===== config.mk =====
export PLATFORM = sky130hd
export DESIGN_NAME = lsr_setpoint_regs
export DESIGN_NICKNAME = d
export VERILOG_FILES = /design/src/core/lsr_power_mux.v /design/src/core/lsr_setpoint_regs.v
export VERILOG_INCLUDE_DIRS = /design/src /design/src/common
export SDC_FILE = /design/constraint.sdc
export NUM_CORES = 1
export LEC_CHECK = 0
export CAP_MARGIN = 25
export CORE_MARGIN = 5
export CORE_UTILIZATION = 25
export CTS_BUF_LIST = sky130_fd_sc_hd__clkbuf_8
export CTS_CLUSTER_DIAMETER = 60
export CTS_CLUSTER_SIZE = 14
export DETAILED_ROUTE_END_ITERATION = 10
export DONT_BUFFER_PORTS = 1
export MAX_ROUTING_LAYER = met4
export PLACE_DENSITY = 0.45
export SLEW_MARGIN = 20
export SYNTH_ARGS = -nofsm -noshare
export SYNTH_HDL_FRONTEND = slang
export SYNTH_SLANG_ARGS = --single-unit
export TNS_END_PERCENT = 1

===== constraint.sdc =====
create_clock -name SYS_CLK -period 6 [get_ports SYS_CLK]
set_input_delay 0.6 -clock SYS_CLK [delete_from_list [all_inputs] [get_ports SYS_CLK]]
set_output_delay 0.6 -clock SYS_CLK [all_outputs]
set_load 0.02 [all_outputs]

===== src/common/lsr_map.vh =====
// Register map, field layout and reset values of the linefeed setpoint bank
`ifndef LSR_MAP_VH
`define LSR_MAP_VH

// Bus widths
`define LSR_ADDR_W 12
`define LSR_IDX_W 10
`define LSR_DATA_W 32

// Register indices; byte address is four times the index
`define LSR_IDX_FEED 10'h047
`define LSR_IDX_ONHOOK 10'h048
`define LSR_IDX_CMODE 10'h049
`define LSR_IDX_HBAT 10'h04A
`define LSR_IDX_LBAT 10'h04B
`define LSR_IDX_PTR 10'h04C
`define LSR_IDX_PWR 10'h04D

// Field positions
`define LSR_FEED_MSB 2
`define LSR_POL_BIT 6
`define LSR_CODE_MSB 5
`define LSR_PTR_MSB 2
`define LSR_PWR_MSB 7

// Field reset values
`define LSR_RST_FEED 3'h0
`define LSR_RST_POL 1'h0
`define LSR_RST_VOC 6'h20
`define LSR_RST_VCM 6'h02
`define LSR_RST_HBAT 6'h32
`define LSR_RST_LBAT 6'h10
`define LSR_RST_PTR 3'h0
`define LSR_RST_PWR 8'h00

// Pointer codes
`define LSR_PTR_Q1 3'h0
`define LSR_PTR_Q3 3'h2
`define LSR_PTR_Q4 3'h3
`define LSR_PTR_Q6 3'h5
`define LSR_PTR_COUNT 6

// Bus responses
`define LSR_RESP_OKAY 2'h0
`define LSR_RESP_SLVERR 2'h2

`endif


===== src/core/lsr_power_mux.v =====
// Transistor power sampling and pointer-driven selection
`timescale 1ns/1ps
`default_nettype none
`include "lsr_map.vh"

module lsr_power_mux (
    input wire clk,
    input wire rst,
    input wire [47:0] power_in,
    input wire [2:0] sel,
    output reg [7:0] reading,
    output reg fine_scale
);

    reg [47:0] sync_a;
    reg [47:0] sync_b;
    wire [7:0] lane [0:5];

    // Lanes settle slowly, so a two-stage sample is enough; a byte caught
    // mid-change may read one step off for a single cycle
    always @(posedge clk or posedge rst) begin
        if (rst) begin
            sync_a <= 48'h000000000000;
            sync_b <= 48'h000000000000;
        end else begin
            sync_a <= power_in;
            sync_b <= sync_a;
        end
    end

    genvar g;
    generate
        for (g = 0; g < `LSR_PTR_COUNT; g = g + 1) begin : g_lane
            assign lane[g] = sync_b[g*8+7:g*8];
        end
    endgenerate

    always @(posedge clk or posedge rst) begin
        if (rst) begin
            reading <= `LSR_RST_PWR;
            fine_scale <= 1'b0;
        end else begin
            if (sel > `LSR_PTR_Q6) begin
                reading <= `LSR_RST_PWR;
            end else begin
                reading <= lane[sel];
            end
            fine_scale <= (sel == `LSR_PTR_Q3) || (sel == `LSR_PTR_Q4);
        end
    end

endmodule
`default_nettype wire


===== src/core/lsr_setpoint_regs.v =====
// Linefeed setpoint register bank behind an AXI4-Lite slave
//
// Chosen here: register access over AXI4-Lite.
`timescale 1ns/1ps
`default_nettype none
`include "lsr_map.vh"

module lsr_setpoint_regs (
    input wire SYS_CLK,
    input wire RST,
    input wire [11:0] AWADDR,
    input wire [2:0] AWPROT,
    input wire AWVALID,
    output reg AWREADY,
    input wire [31:0] WDATA,
    input wire [3:0] WSTRB,
    input wire WVALID,
    output reg WREADY,
    output reg [1:0] BRESP,
    output reg BVALID,
    input wire BREADY,
    input wire [11:0] ARADDR,
    input wire [2:0] ARPROT,
    input wire ARVALID,
    output reg ARREADY,
    output reg [31:0] RDATA,
    output reg [1:0] RRESP,
    output reg RVALID,
    input wire RREADY,
    input wire [47:0] TRANSISTOR_POWER_IN,
    output reg [2:0] FEED_CURRENT_CODE,
    output reg ONHOOK_POLARITY_SEL,
    output reg [5:0] ONHOOK_VOLTAGE_CODE,
    output reg [5:0] COMMON_MODE_CODE,
    output reg [5:0] HIGH_BATTERY_CODE,
    output reg [5:0] LOW_BATTERY_CODE,
    output reg [2:0] TRANSISTOR_POWER_POINTER,
    output wire [7:0] TRANSISTOR_POWER_READING,
    output wire POWER_FINE_SCALE
);

    // Protection bits carry no meaning for this bank
    wire prot_unused;
    assign prot_unused = ^{AWPROT, ARPROT};

    reg started;
    reg have_aw;
    reg have_w;
    reg [9:0] wr_idx;
    reg [7:0] wr_byte;
    reg wr_lane0;
    reg [31:0] rd_word;
    reg rd_known;
    reg [2:0] next_feed;
    reg next_pol;
    reg [5:0] next_voc;
    reg [5:0] next_vcm;
    reg [5:0] next_hbat;
    reg [5:0] next_lbat;
    reg [2:0] next_ptr;
    wire write_now;
    wire write_known;
    wire write_store;
    wire [7:0] power_reading;
    wire power_fine;

    // Index hit test used by the write decoder; the read decoder uses a case on the index
    function hit;
        input [9:0] idx;
        input [9:0] reg_idx;
        begin
            hit = (idx == reg_idx);
        end
    endfunction

    // Writable registers; the power reading is read-only
    function writable;
        input [9:0] idx;
        begin
            writable = hit(idx, `LSR_IDX_FEED) || hit(idx, `LSR_IDX_ONHOOK)
                || hit(idx, `LSR_IDX_CMODE) || hit(idx, `LSR_IDX_HBAT)
                || hit(idx, `LSR_IDX_LBAT) || hit(idx, `LSR_IDX_PTR);
        end
    endfunction

    lsr_power_mux u_power_mux (
        .clk(SYS_CLK),
        .rst(RST),
        .power_in(TRANSISTOR_POWER_IN),
        .sel(TRANSISTOR_POWER_POINTER),
        .reading(power_reading),
        .fine_scale(power_fine)
    );

    // Both come straight from flops inside the sampler
    assign TRANSISTOR_POWER_READING = power_reading;
    assign POWER_FINE_SCALE = power_fine;

    // Write commits once address and data are both held
    assign write_now = have_aw && have_w && !BVALID;
    assign write_known = writable(wr_idx);
    // Only byte lane 0 carries register bits
    assign write_store = write_now && write_known && wr_lane0;

    // Ready flags rise at the first edge after reset leaves, so a request
    // held through reset is not taken while the bank is still settling
    always @(posedge SYS_CLK or posedge RST) begin
        if (RST) begin
            started <= 1'b0;
        end else begin
            started <= 1'b1;
        end
    end

    // Write address channel; refused until the response is taken,
    // and the low two address bits are dropped, so byte offsets alias
    always @(posedge SYS_CLK or posedge RST) begin
        if (RST) begin
            AWREADY <= 1'b0;
            have_aw <= 1'b0;
            wr_idx <= 10'h000;
        end else begin
            if (!started) begin
                AWREADY <= 1'b1;
            end
            if (AWVALID && AWREADY) begin
                have_aw <= 1'b1;
                wr_idx <= AWADDR[11:2];
                AWREADY <= 1'b0;
            end
            if (write_now) begin
                have_aw <= 1'b0;
            end
            if (BVALID && BREADY) begin
                AWREADY <= 1'b1;
            end
        end
    end

    // Write data channel; only byte lane 0 is kept, the other strobes
    // are accepted and dropped
    always @(posedge SYS_CLK or posedge RST) begin
        if (RST) begin
            WREADY <= 1'b0;
            have_w <= 1'b0;
            wr_byte <= 8'h00;
            wr_lane0 <= 1'b0;
        end else begin
            if (!started) begin
                WREADY <= 1'b1;
            end
            if (WVALID && WREADY) begin
                have_w <= 1'b1;
                wr_byte <= WDATA[7:0];
                wr_lane0 <= WSTRB[0];
                WREADY <= 1'b0;
            end
            if (write_now) begin
                have_w <= 1'b0;
            end
            if (BVALID && BREADY) begin
                WREADY <= 1'b1;
            end
        end
    end

    // Write response, raised at the edge that stores the fields;
    // a write to an unknown index is answered but stores nothing
    always @(posedge SYS_CLK or posedge RST) begin
        if (RST) begin
            BVALID <= 1'b0;
            BRESP <= `LSR_RESP_OKAY;
        end else begin
            if (write_now) begin
                BVALID <= 1'b1;
                BRESP <= write_known ? `LSR_RESP_OKAY : `LSR_RESP_SLVERR;
            end
            if (BVALID && BREADY) begin
                BVALID <= 1'b0;
            end
        end
    end

    // Next field values from a committed write
    always @* begin
        next_feed = FEED_CURRENT_CODE;
        next_pol = ONHOOK_POLARITY_SEL;
        next_voc = ONHOOK_VOLTAGE_CODE;
        next_vcm = COMMON_MODE_CODE;
        next_hbat = HIGH_BATTERY_CODE;
        next_lbat = LOW_BATTERY_CODE;
        next_ptr = TRANSISTOR_POWER_POINTER;
        if (write_store) begin
            if (hit(wr_idx, `LSR_IDX_FEED)) begin
                next_feed = wr_byte[`LSR_FEED_MSB:0];
            end
            if (hit(wr_idx, `LSR_IDX_ONHOOK)) begin
                next_pol = wr_byte[`LSR_POL_BIT];
                next_voc = wr_byte[`LSR_CODE_MSB:0];
            end
            if (hit(wr_idx, `LSR_IDX_CMODE)) begin
                next_vcm = wr_byte[`LSR_CODE_MSB:0];
            end
            if (hit(wr_idx, `LSR_IDX_HBAT)) begin
                next_hbat = wr_byte[`LSR_CODE_MSB:0];
            end
            if (hit(wr_idx, `LSR_IDX_LBAT)) begin
                next_lbat = wr_byte[`LSR_CODE_MSB:0];
            end
            if (hit(wr_idx, `LSR_IDX_PTR)) begin
                next_ptr = wr_byte[`LSR_PTR_MSB:0];
            end
        end
    end

    // Field storage; reserved bits have no flops, so writes to them vanish
    always @(posedge SYS_CLK or posedge RST) begin
        if (RST) begin
            FEED_CURRENT_CODE <= `LSR_RST_FEED;
            ONHOOK_POLARITY_SEL <= `LSR_RST_POL;
            ONHOOK_VOLTAGE_CODE <= `LSR_RST_VOC;
            COMMON_MODE_CODE <= `LSR_RST_VCM;
            HIGH_BATTERY_CODE <= `LSR_RST_HBAT;
            LOW_BATTERY_CODE <= `LSR_RST_LBAT;
            TRANSISTOR_POWER_POINTER <= `LSR_RST_PTR;
        end else begin
            FEED_CURRENT_CODE <= next_feed;
            ONHOOK_POLARITY_SEL <= next_pol;
            ONHOOK_VOLTAGE_CODE <= next_voc;
            COMMON_MODE_CODE <= next_vcm;
            HIGH_BATTERY_CODE <= next_hbat;
            LOW_BATTERY_CODE <= next_lbat;
            TRANSISTOR_POWER_POINTER <= next_ptr;
        end
    end

    // Read word assembly from the live field flops
    always @* begin
        rd_word = 32'h00000000;
        rd_known = 1'b1;
        case (ARADDR[11:2])
            `LSR_IDX_FEED: begin
                rd_word[`LSR_FEED_MSB:0] = FEED_CURRENT_CODE;
            end
            `LSR_IDX_ONHOOK: begin
                rd_word[`LSR_POL_BIT] = ONHOOK_POLARITY_SEL;
                rd_word[`LSR_CODE_MSB:0] = ONHOOK_VOLTAGE_CODE;
            end
            `LSR_IDX_CMODE: begin
                rd_word[`LSR_CODE_MSB:0] = COMMON_MODE_CODE;
            end
            `LSR_IDX_HBAT: begin
                rd_word[`LSR_CODE_MSB:0] = HIGH_BATTERY_CODE;
            end
            `LSR_IDX_LBAT: begin
                rd_word[`LSR_CODE_MSB:0] = LOW_BATTERY_CODE;
            end
            `LSR_IDX_PTR: begin
                rd_word[`LSR_PTR_MSB:0] = TRANSISTOR_POWER_POINTER;
            end
            `LSR_IDX_PWR: begin
                rd_word[`LSR_PWR_MSB:0] = power_reading;
            end
            // Unknown indices answer with an error and zero data
            default: begin
                rd_known = 1'b0;
            end
        endcase
    end

    // Read address channel; one read is in flight at a time,
    // so the next address waits for the data handshake
    always @(posedge SYS_CLK or posedge RST) begin
        if (RST) begin
            ARREADY <= 1'b0;
        end else begin
            if (!started) begin
                ARREADY <= 1'b1;
            end
            if (ARVALID && ARREADY) begin
                ARREADY <= 1'b0;
            end
            if (RVALID && RREADY) begin
                ARREADY <= 1'b1;
            end
        end
    end

    // Read data is captured at the address handshake, so a field written
    // while the answer waits does not alter it
    always @(posedge SYS_CLK or posedge RST) begin
        if (RST) begin
            RVALID <= 1'b0;
            RDATA <= 32'h00000000;
            RRESP <= `LSR_RESP_OKAY;
        end else begin
            if (ARVALID && ARREADY) begin
                RVALID <= 1'b1;
                RDATA <= rd_word;
                RRESP <= rd_known ? `LSR_RESP_OKAY : `LSR_RESP_SLVERR;
            end
            if (RVALID && RREADY) begin
                RVALID <= 1'b0;
            end
        end
    end

endmodule
`default_nettype wire


# [Word level (Yosys, flattened, before mapping)]
# Index checks and enable logic that the tools add are counted.
[word_totals] ff_bits=174 inputBits=121 output_inout_bits=81 wordCells=99
[classes] order_cmp=2 eq_ne=18 mux=26 n_bitwise=1 reduce_logical=27
[ops] op="10-bit by 7-bit equality test with 1-bit output (second input constant)" count=13
[ops] op="8-bit binary-select mux with 3-bit select" count=1
[ops] op="8-bit two-way mux" count=3
[ops] op="3-bit case mux with 7 select lines" count=1
[ops] op="1-bit two-way mux" count=17
[ops] op="3-bit case mux with 5 select lines" count=1
[ops] op="2-bit AND reduction" count=6
[ops] op="1-bit logical AND" count=9
[ops] op="3-bit by 1-bit inequality test with 1-bit output (second input constant)" count=3
[ops] op="2-bit nonzero test" count=4
[ops] op="7-bit OR reduction" count=1
[ops] op="3-bit by 2-bit equality test with 1-bit output (second input constant)" count=2
[ops] op="1-bit logical OR" count=6
[ops] op="4-bit >= comparator (second input constant)" count=1
[ops] op="2-bit two-way mux" count=2
[ops] op="3-bit inverter with 4-bit output" count=1
[ops] op="3-bit greater-than comparator (second input constant)" count=1
[ops] op="1-bit case mux with 2 select lines" count=1
[ops] op="1-bit logical NOT" count=1

# [Depth between registers and ports, before layout]
[logic_depth] depth_word=9 mapped_depth=6 ltp_nobuf=4

# [Cells and area by module]
# Synthesis repeated with hierarchy kept, for this count alone.
[unflattened] cells_unflattened=416 area_unflattened_um2=6323.6
[by_module_without_submodules] module="lsr_setpoint_regs" instances=1 cells_each=261 area_each_um2=3249.4
[by_module_without_submodules] module="lsr_power_mux" instances=1 cells_each=155 area_each_um2=3074.2

# [Least setup slack after synthesis]
# No wires, ideal clock.
[synth_timing] path_kind="input-to-reg" start="input ARADDR[7]" end="register RDATA[1]" setup_time_ns=0.103 arrival_ns=1.792 slack_ns=4.104 cell_stages=4 path_buffers=0 path_cell_list="or4b_4 nor3_4 o211ai_4 o41ai_2"
[synth_via] elab_chain_len=2 word_cells_on_any_way=8 classes_between="eq/ne: 7; mux: 1"
[synth_rtl] item="start: declaration" line="lsr_setpoint_regs.v:22" source="input wire [11:0] ARADDR,"
[synth_rtl] item="10-bit by 7-bit equality test with 1-bit output" line="lsr_setpoint_regs.v:241" source="case (ARADDR[11:2])"
[synth_rtl] item="3-bit case mux with 7 select lines (*)" line="lsr_setpoint_regs.v:241"
[synth_rtl] item="end signal: assignment" line="lsr_setpoint_regs.v:299" source="RDATA <= rd_word;"
[synth_rtl] item="end: declaration" line="lsr_setpoint_regs.v:26" source="output reg [31:0] RDATA,"
# Mark *: on every way between the ends. The rest lies on a longest branch, timed or not.
# A chain may end at the register's enable or synchronous reset.

# [Worst setup path in the final report]
[layout_timing] start="register BVALID" end="register LOW_BATTERY_CODE[0]"
[layout_via] elab_chain_len=5
[layout_rtl] item="start: declaration" line="lsr_setpoint_regs.v:20" source="output reg BVALID,"
[layout_rtl] item="start signal: assignment" line="lsr_setpoint_regs.v:171" source="BVALID <= 1'b0;"
[layout_rtl] item="start signal: assignment" line="lsr_setpoint_regs.v:175" source="BVALID <= 1'b1;"
[layout_rtl] item="start signal: assignment" line="lsr_setpoint_regs.v:179" source="BVALID <= 1'b0;"
[layout_rtl] item="1-bit logical NOT" line="lsr_setpoint_regs.v:100" source="assign write_now = have_aw && have_w && !BVALID;"
[layout_rtl] item="1-bit logical AND" line="lsr_setpoint_regs.v:100"
[layout_rtl] item="1-bit logical AND (2 in a row)" line="lsr_setpoint_regs.v:103" source="assign write_store = write_now && write_known && wr_lane0;"
[layout_rtl] item="2-bit AND reduction (no source line)"
[layout_rtl] item="end signal: assignment" line="lsr_setpoint_regs.v:224" source="LOW_BATTERY_CODE <= `LSR_RST_LBAT;"
[layout_rtl] item="end signal: assignment" line="lsr_setpoint_regs.v:232" source="LOW_BATTERY_CODE <= next_lbat;"
[layout_rtl] item="end: declaration" line="lsr_setpoint_regs.v:36" source="output reg [5:0] LOW_BATTERY_CODE,"
# Every way passes these cells.

==> impl_summary.md <==
Run status
The flow ran to the end, and the final reports show no timing, DRC or antenna violations.

Worst hold path
The worst hold path was traced through 0 stages. The worst hold path belongs to the class primary input to register. For hold timing, the worst endpoint is u_power_mux.sync_a[29]. In this run the most critical hold path is launched from TRANSISTOR_POWER_IN[29].

Clock tree
The H-tree was split into 4 levels. The clock network latency to the later pin of the worst-skew pair is 0.46 ns. The buffer levels on the longest clock path is 2. TritonCTS built the clock tree. The number of buffers inserted to repair setup after CTS is 0. The tree is rooted in a sky130_fd_sc_hd__clkbuf_8. Buffers inserted during clock tree synthesis total 17. Clock-pin slew was measured on the worst setup and hold paths at 0.12 ns. The clock net in this run drives a total of 172 sinks.

Die
For this configuration, the core starts out at a cell density of 25.5%. The region available for standard cell placement spans 24500 um^2. The site row count is 57. The total die area is 28200 um^2.

Measured along the x axis, the die boundary spans 168 um. 202 I/O pins were placed. Measured along the y axis, the die boundary spans 168 um.

Drt
The first detailed-routing pass ran for 5 iterations. In the routed design, unresolved DRC markers number 0. After detailed routing, the average wire length per cell comes to 19.4 um. Dividing the detail-routed via count by the number of cells gives 4.17. The total number of vias is 3173. For this block, the routed nets add up to 14800 um of wire. The DRC violation total after the first TritonRoute iteration is 118.

The remaining number of nets flagged by the antenna check after routing is 0.

Worst setup path
The type of destination of the critical path is a register. The startpoint kind of the worst setup timing path is a register. Along the worst path, the maximum fanout reaches 6. The slowest library cell on the worst path is sky130_fd_sc_hd__nor2_1. For this run, the slowest stage of the critical path takes 0.65 ns.

The reg-to-reg startpoint is BVALID. The critical path arrival is 2.53 ns. Walking the worst path, the cells encountered are and4b_1 > nand4_2 > nor2_1 > mux2_2. The setup path with the least slack is of type register to register. The depth of the worst register-to-register path is 4. The endpoint of the worst register-to-register path is LOW_BATTERY_CODE[0]. The slack of the worst reg-to-reg path is 3.80 ns.

The worst path required time is 6.34 ns.

Power
Dividing total power by cell area gives a power density of 347 nW/um^2. The reported leakage power is 3.02 nW. After layout, the design draws a total of 2.43 mW. The peak ir drop on the vdd network is 0.000217 V.

Global route
The number of antenna violations at the first check in global routing is 3. The pin count of the biggest net entering global routing is 107. The final global-route overflow total is 0. Global routing consumed, on the met3 layer, 5.70% of the routing resources.

Across every metal layer, demand over resource in global routing totals 10.8%. The via count of the first global-routing pass came to 3412. The met1 layer usage reported by global route is 12.2%. Global routing consumed, on the met2 layer, 17.0% of the routing resources. The first-pass GRT wire length is 21800 um. The global routing's busiest layer is met2.

Cells and area
Fill cells in the final layout number 2471. From synthesis to final layout, the design area changed by 12.3%. The final-stage net count is 542. In the layout the commonest cells are sky130_fd_sc_hd__dfrtp_1, sky130_fd_sc_hd__mux2_2, sky130_fd_sc_hd__conb_1. The most frequent standard cell in the layout excluding fill and tap cells is sky130_fd_sc_hd__dfrtp_1. In the final layout, the share of cells above drive strength 1 is 26.0%.

Synth
The cell count after synthesis is 410. The cell area after technology mapping is 6240 um^2. The average cell area after synthesis is 15.2 um^2. The leading area contributor after synthesis is sky130_fd_sc_hd__dfrtp_1. The count of warnings emitted by yosys is 0. The share of synthesized registers carrying an async set or reset is 100%. The number of synthesized register bits is 172. In the synthesized netlist the dominant register cell turns out to be sky130_fd_sc_hd__dfrtp_1. After synthesis, the cell types taking the most area are sky130_fd_sc_hd__dfrtp_1, sky130_fd_sc_hd__mux2_2, sky130_fd_sc_hd__mux4_2, sky130_fd_sc_hd__buf_4, sky130_fd_sc_hd__dfstp_2. The count of unique library cells instantiated by Yosys is 44. The number of enable flip-flop cells after synthesis is 0. Sequential cells were found to cover 69.0% of the synthesized design area. The fraction of post-synthesis cell area in the top cell type by area is 66.5%.

Timing
At the pin with the least slew margin, the transition time is 0.873 ns. Setup total negative slack on the finished layout was measured at 0 ns. In this run the tightest slew margin relative to its limit is 41.8%.

Across the routed clock network, the largest skew measured is 0.0202 ns. The number of hold violations in the final report came to 0. The worst path uses 36.6% of the clock period. Setup violations remaining at the end of the flow were counted as 0. Based on the critical path, the design can be clocked at up to 456 MHz. The number of max-slew violations in the final report was 0. Setup repair after global routing left no endpoint under its margin. The shortest period the worst path allows is 2.20 ns.

Place
Input and output buffers added on the ports amount to 0. Detailed placement ended at an HPWL of 10700 um. The final weighted congestion in routability-driven placement is 0.737.

Flow run
The max capacitance violation total is 0.
[flip-flops by register name (all words and copies together) (netlist names), 3 cells and up]
signal and flops:
COMMON_MODE_CODE 6, FEED_CURRENT_CODE 3, HIGH_BATTERY_CODE 6, LOW_BATTERY_CODE 6, ONHOOK_VOLTAGE_CODE 6, RDATA 8
TRANSISTOR_POWER_POINTER 3, u_power_mux.reading 8, u_power_mux.sync_a 48, u_power_mux.sync_b 48, wr_byte 7, wr_idx 10
[how the worst max path moves through the flow]
stage / startpoint / to / slack, ns / depth (start not counted)
after detailed placement: RST / LOW_BATTERY_CODE[5] / 3.80 / 2
after floorplan: RST / ARREADY / 0.75 / 1
after CTS: BVALID / LOW_BATTERY_CODE[0] / 3.81 / 4
after global placement: wr_idx[7] / LOW_BATTERY_CODE[5] / 3.86 / 4
final: BVALID / LOW_BATTERY_CODE[0] / 3.80 / 4
after global routing: BVALID / LOW_BATTERY_CODE[1] / 3.78 / 4
[cells in the mapped netlist, types with 2 or more instances]
cell and instances:
sky130_fd_sc_hd__a21boi_0 2, sky130_fd_sc_hd__a21oi_1 2, sky130_fd_sc_hd__a221oi_1 2, sky130_fd_sc_hd__a22o_1 3, sky130_fd_sc_hd__a22oi_1 6, sky130_fd_sc_hd__and2_1 2
sky130_fd_sc_hd__buf_2 3, sky130_fd_sc_hd__buf_4 26, sky130_fd_sc_hd__clkbuf_1 8, sky130_fd_sc_hd__conb_1 2, sky130_fd_sc_hd__dfrtp_1 166, sky130_fd_sc_hd__dfstp_2 6
sky130_fd_sc_hd__inv_1 16, sky130_fd_sc_hd__mux2_2 51, sky130_fd_sc_hd__mux2i_1 11, sky130_fd_sc_hd__mux4_2 10, sky130_fd_sc_hd__nand2_1 26, sky130_fd_sc_hd__nand2b_1 2
sky130_fd_sc_hd__nand3_1 4, sky130_fd_sc_hd__nand3b_1 2, sky130_fd_sc_hd__nand4_1 2, sky130_fd_sc_hd__nand4b_1 2, sky130_fd_sc_hd__nor2_1 7, sky130_fd_sc_hd__nor2b_1 5
sky130_fd_sc_hd__nor3b_1 2, sky130_fd_sc_hd__nor3b_2 2, sky130_fd_sc_hd__o21ai_0 14, sky130_fd_sc_hd__o22a_1 2, sky130_fd_sc_hd__o22ai_1 9
[routing by layer]
layer	part of all wire, %	vias up
met3	11	12
met5	0	-
li1	-	1420
met4	1.2	0
met1	40	1601
met2	48	140
[cell type report]
cell class / count / area (um^2) / area share, %
flip-flops and latches: 172 / 4310 / 61.5
repair buffers: 5 / 60.1 / 0.856
clock inverters: 15 / 209 / 2.98
inverters: 16 / 65.1 / 0.927
clock buffers: 17 / 234 / 3.34
multi-input cells: 209 / 1720 / 24.6
well taps: 324 / 405 / 5.78
diodes: 3 / 7.51 / 0.107
[cell families (layout without fill, tap and decap cells)]
| group | count (synthesis) | after routing | synth area share (%) |
|---|---|---|---|
| AO/OA/AOI/OAI | 47 | 47 | 5.39 |
| buffers and inverters | 54 | 53 | 4.87 |
| flip-flops | 172 | 172 | 69.0 |
| multiplexers | 72 | 72 | 14.6 |
| other | 2 | 30 | 0.120 |
| AND/OR/NAND/NOR | 63 | 63 | 6.01 |
[through the flow]
step / instances / worst slack, ns / instance area, um^2 / hold slack [ns] / util [%]
after detailed placement: 724 / 3.80 / 6530 / 0.335 / 26.7
after CTS: 756 / 3.81 / 6970 / 0.111 / 28.5
after global routing: 761 / 3.78 / 7020 / 0.0837 / 28.7
after floorplan: 435 / 0.750 / 6340 / 0.331 / -
final: 761 / 3.80 / 7020 / 0.149 / 28.7
after global placement: 724 / 3.86 / 6530 / 0.333 / 26.7
[critical path: cells and delay by family, from the launching register on]
family,cells,cell delay (ns)
simple gates,3,1.17
flops,1,0.50
mux,1,0.41
[report_power, final]
group | internal, mW | leakage (nW) | switching [mW]
clock | 0.331 | 0.215 | 0.522
sequential | 1.27 | 2.07 | 0.118
combinational | 0.0903 | 0.736 | 0.108
total | 1.69 | 3.02 | 0.748
[repair_timing]
action                    CTS  global route
hold buffers                0             1
gates resized for setup     0             0
hold endpoints to repair    0            20
(Power assumes the default switching activity.)
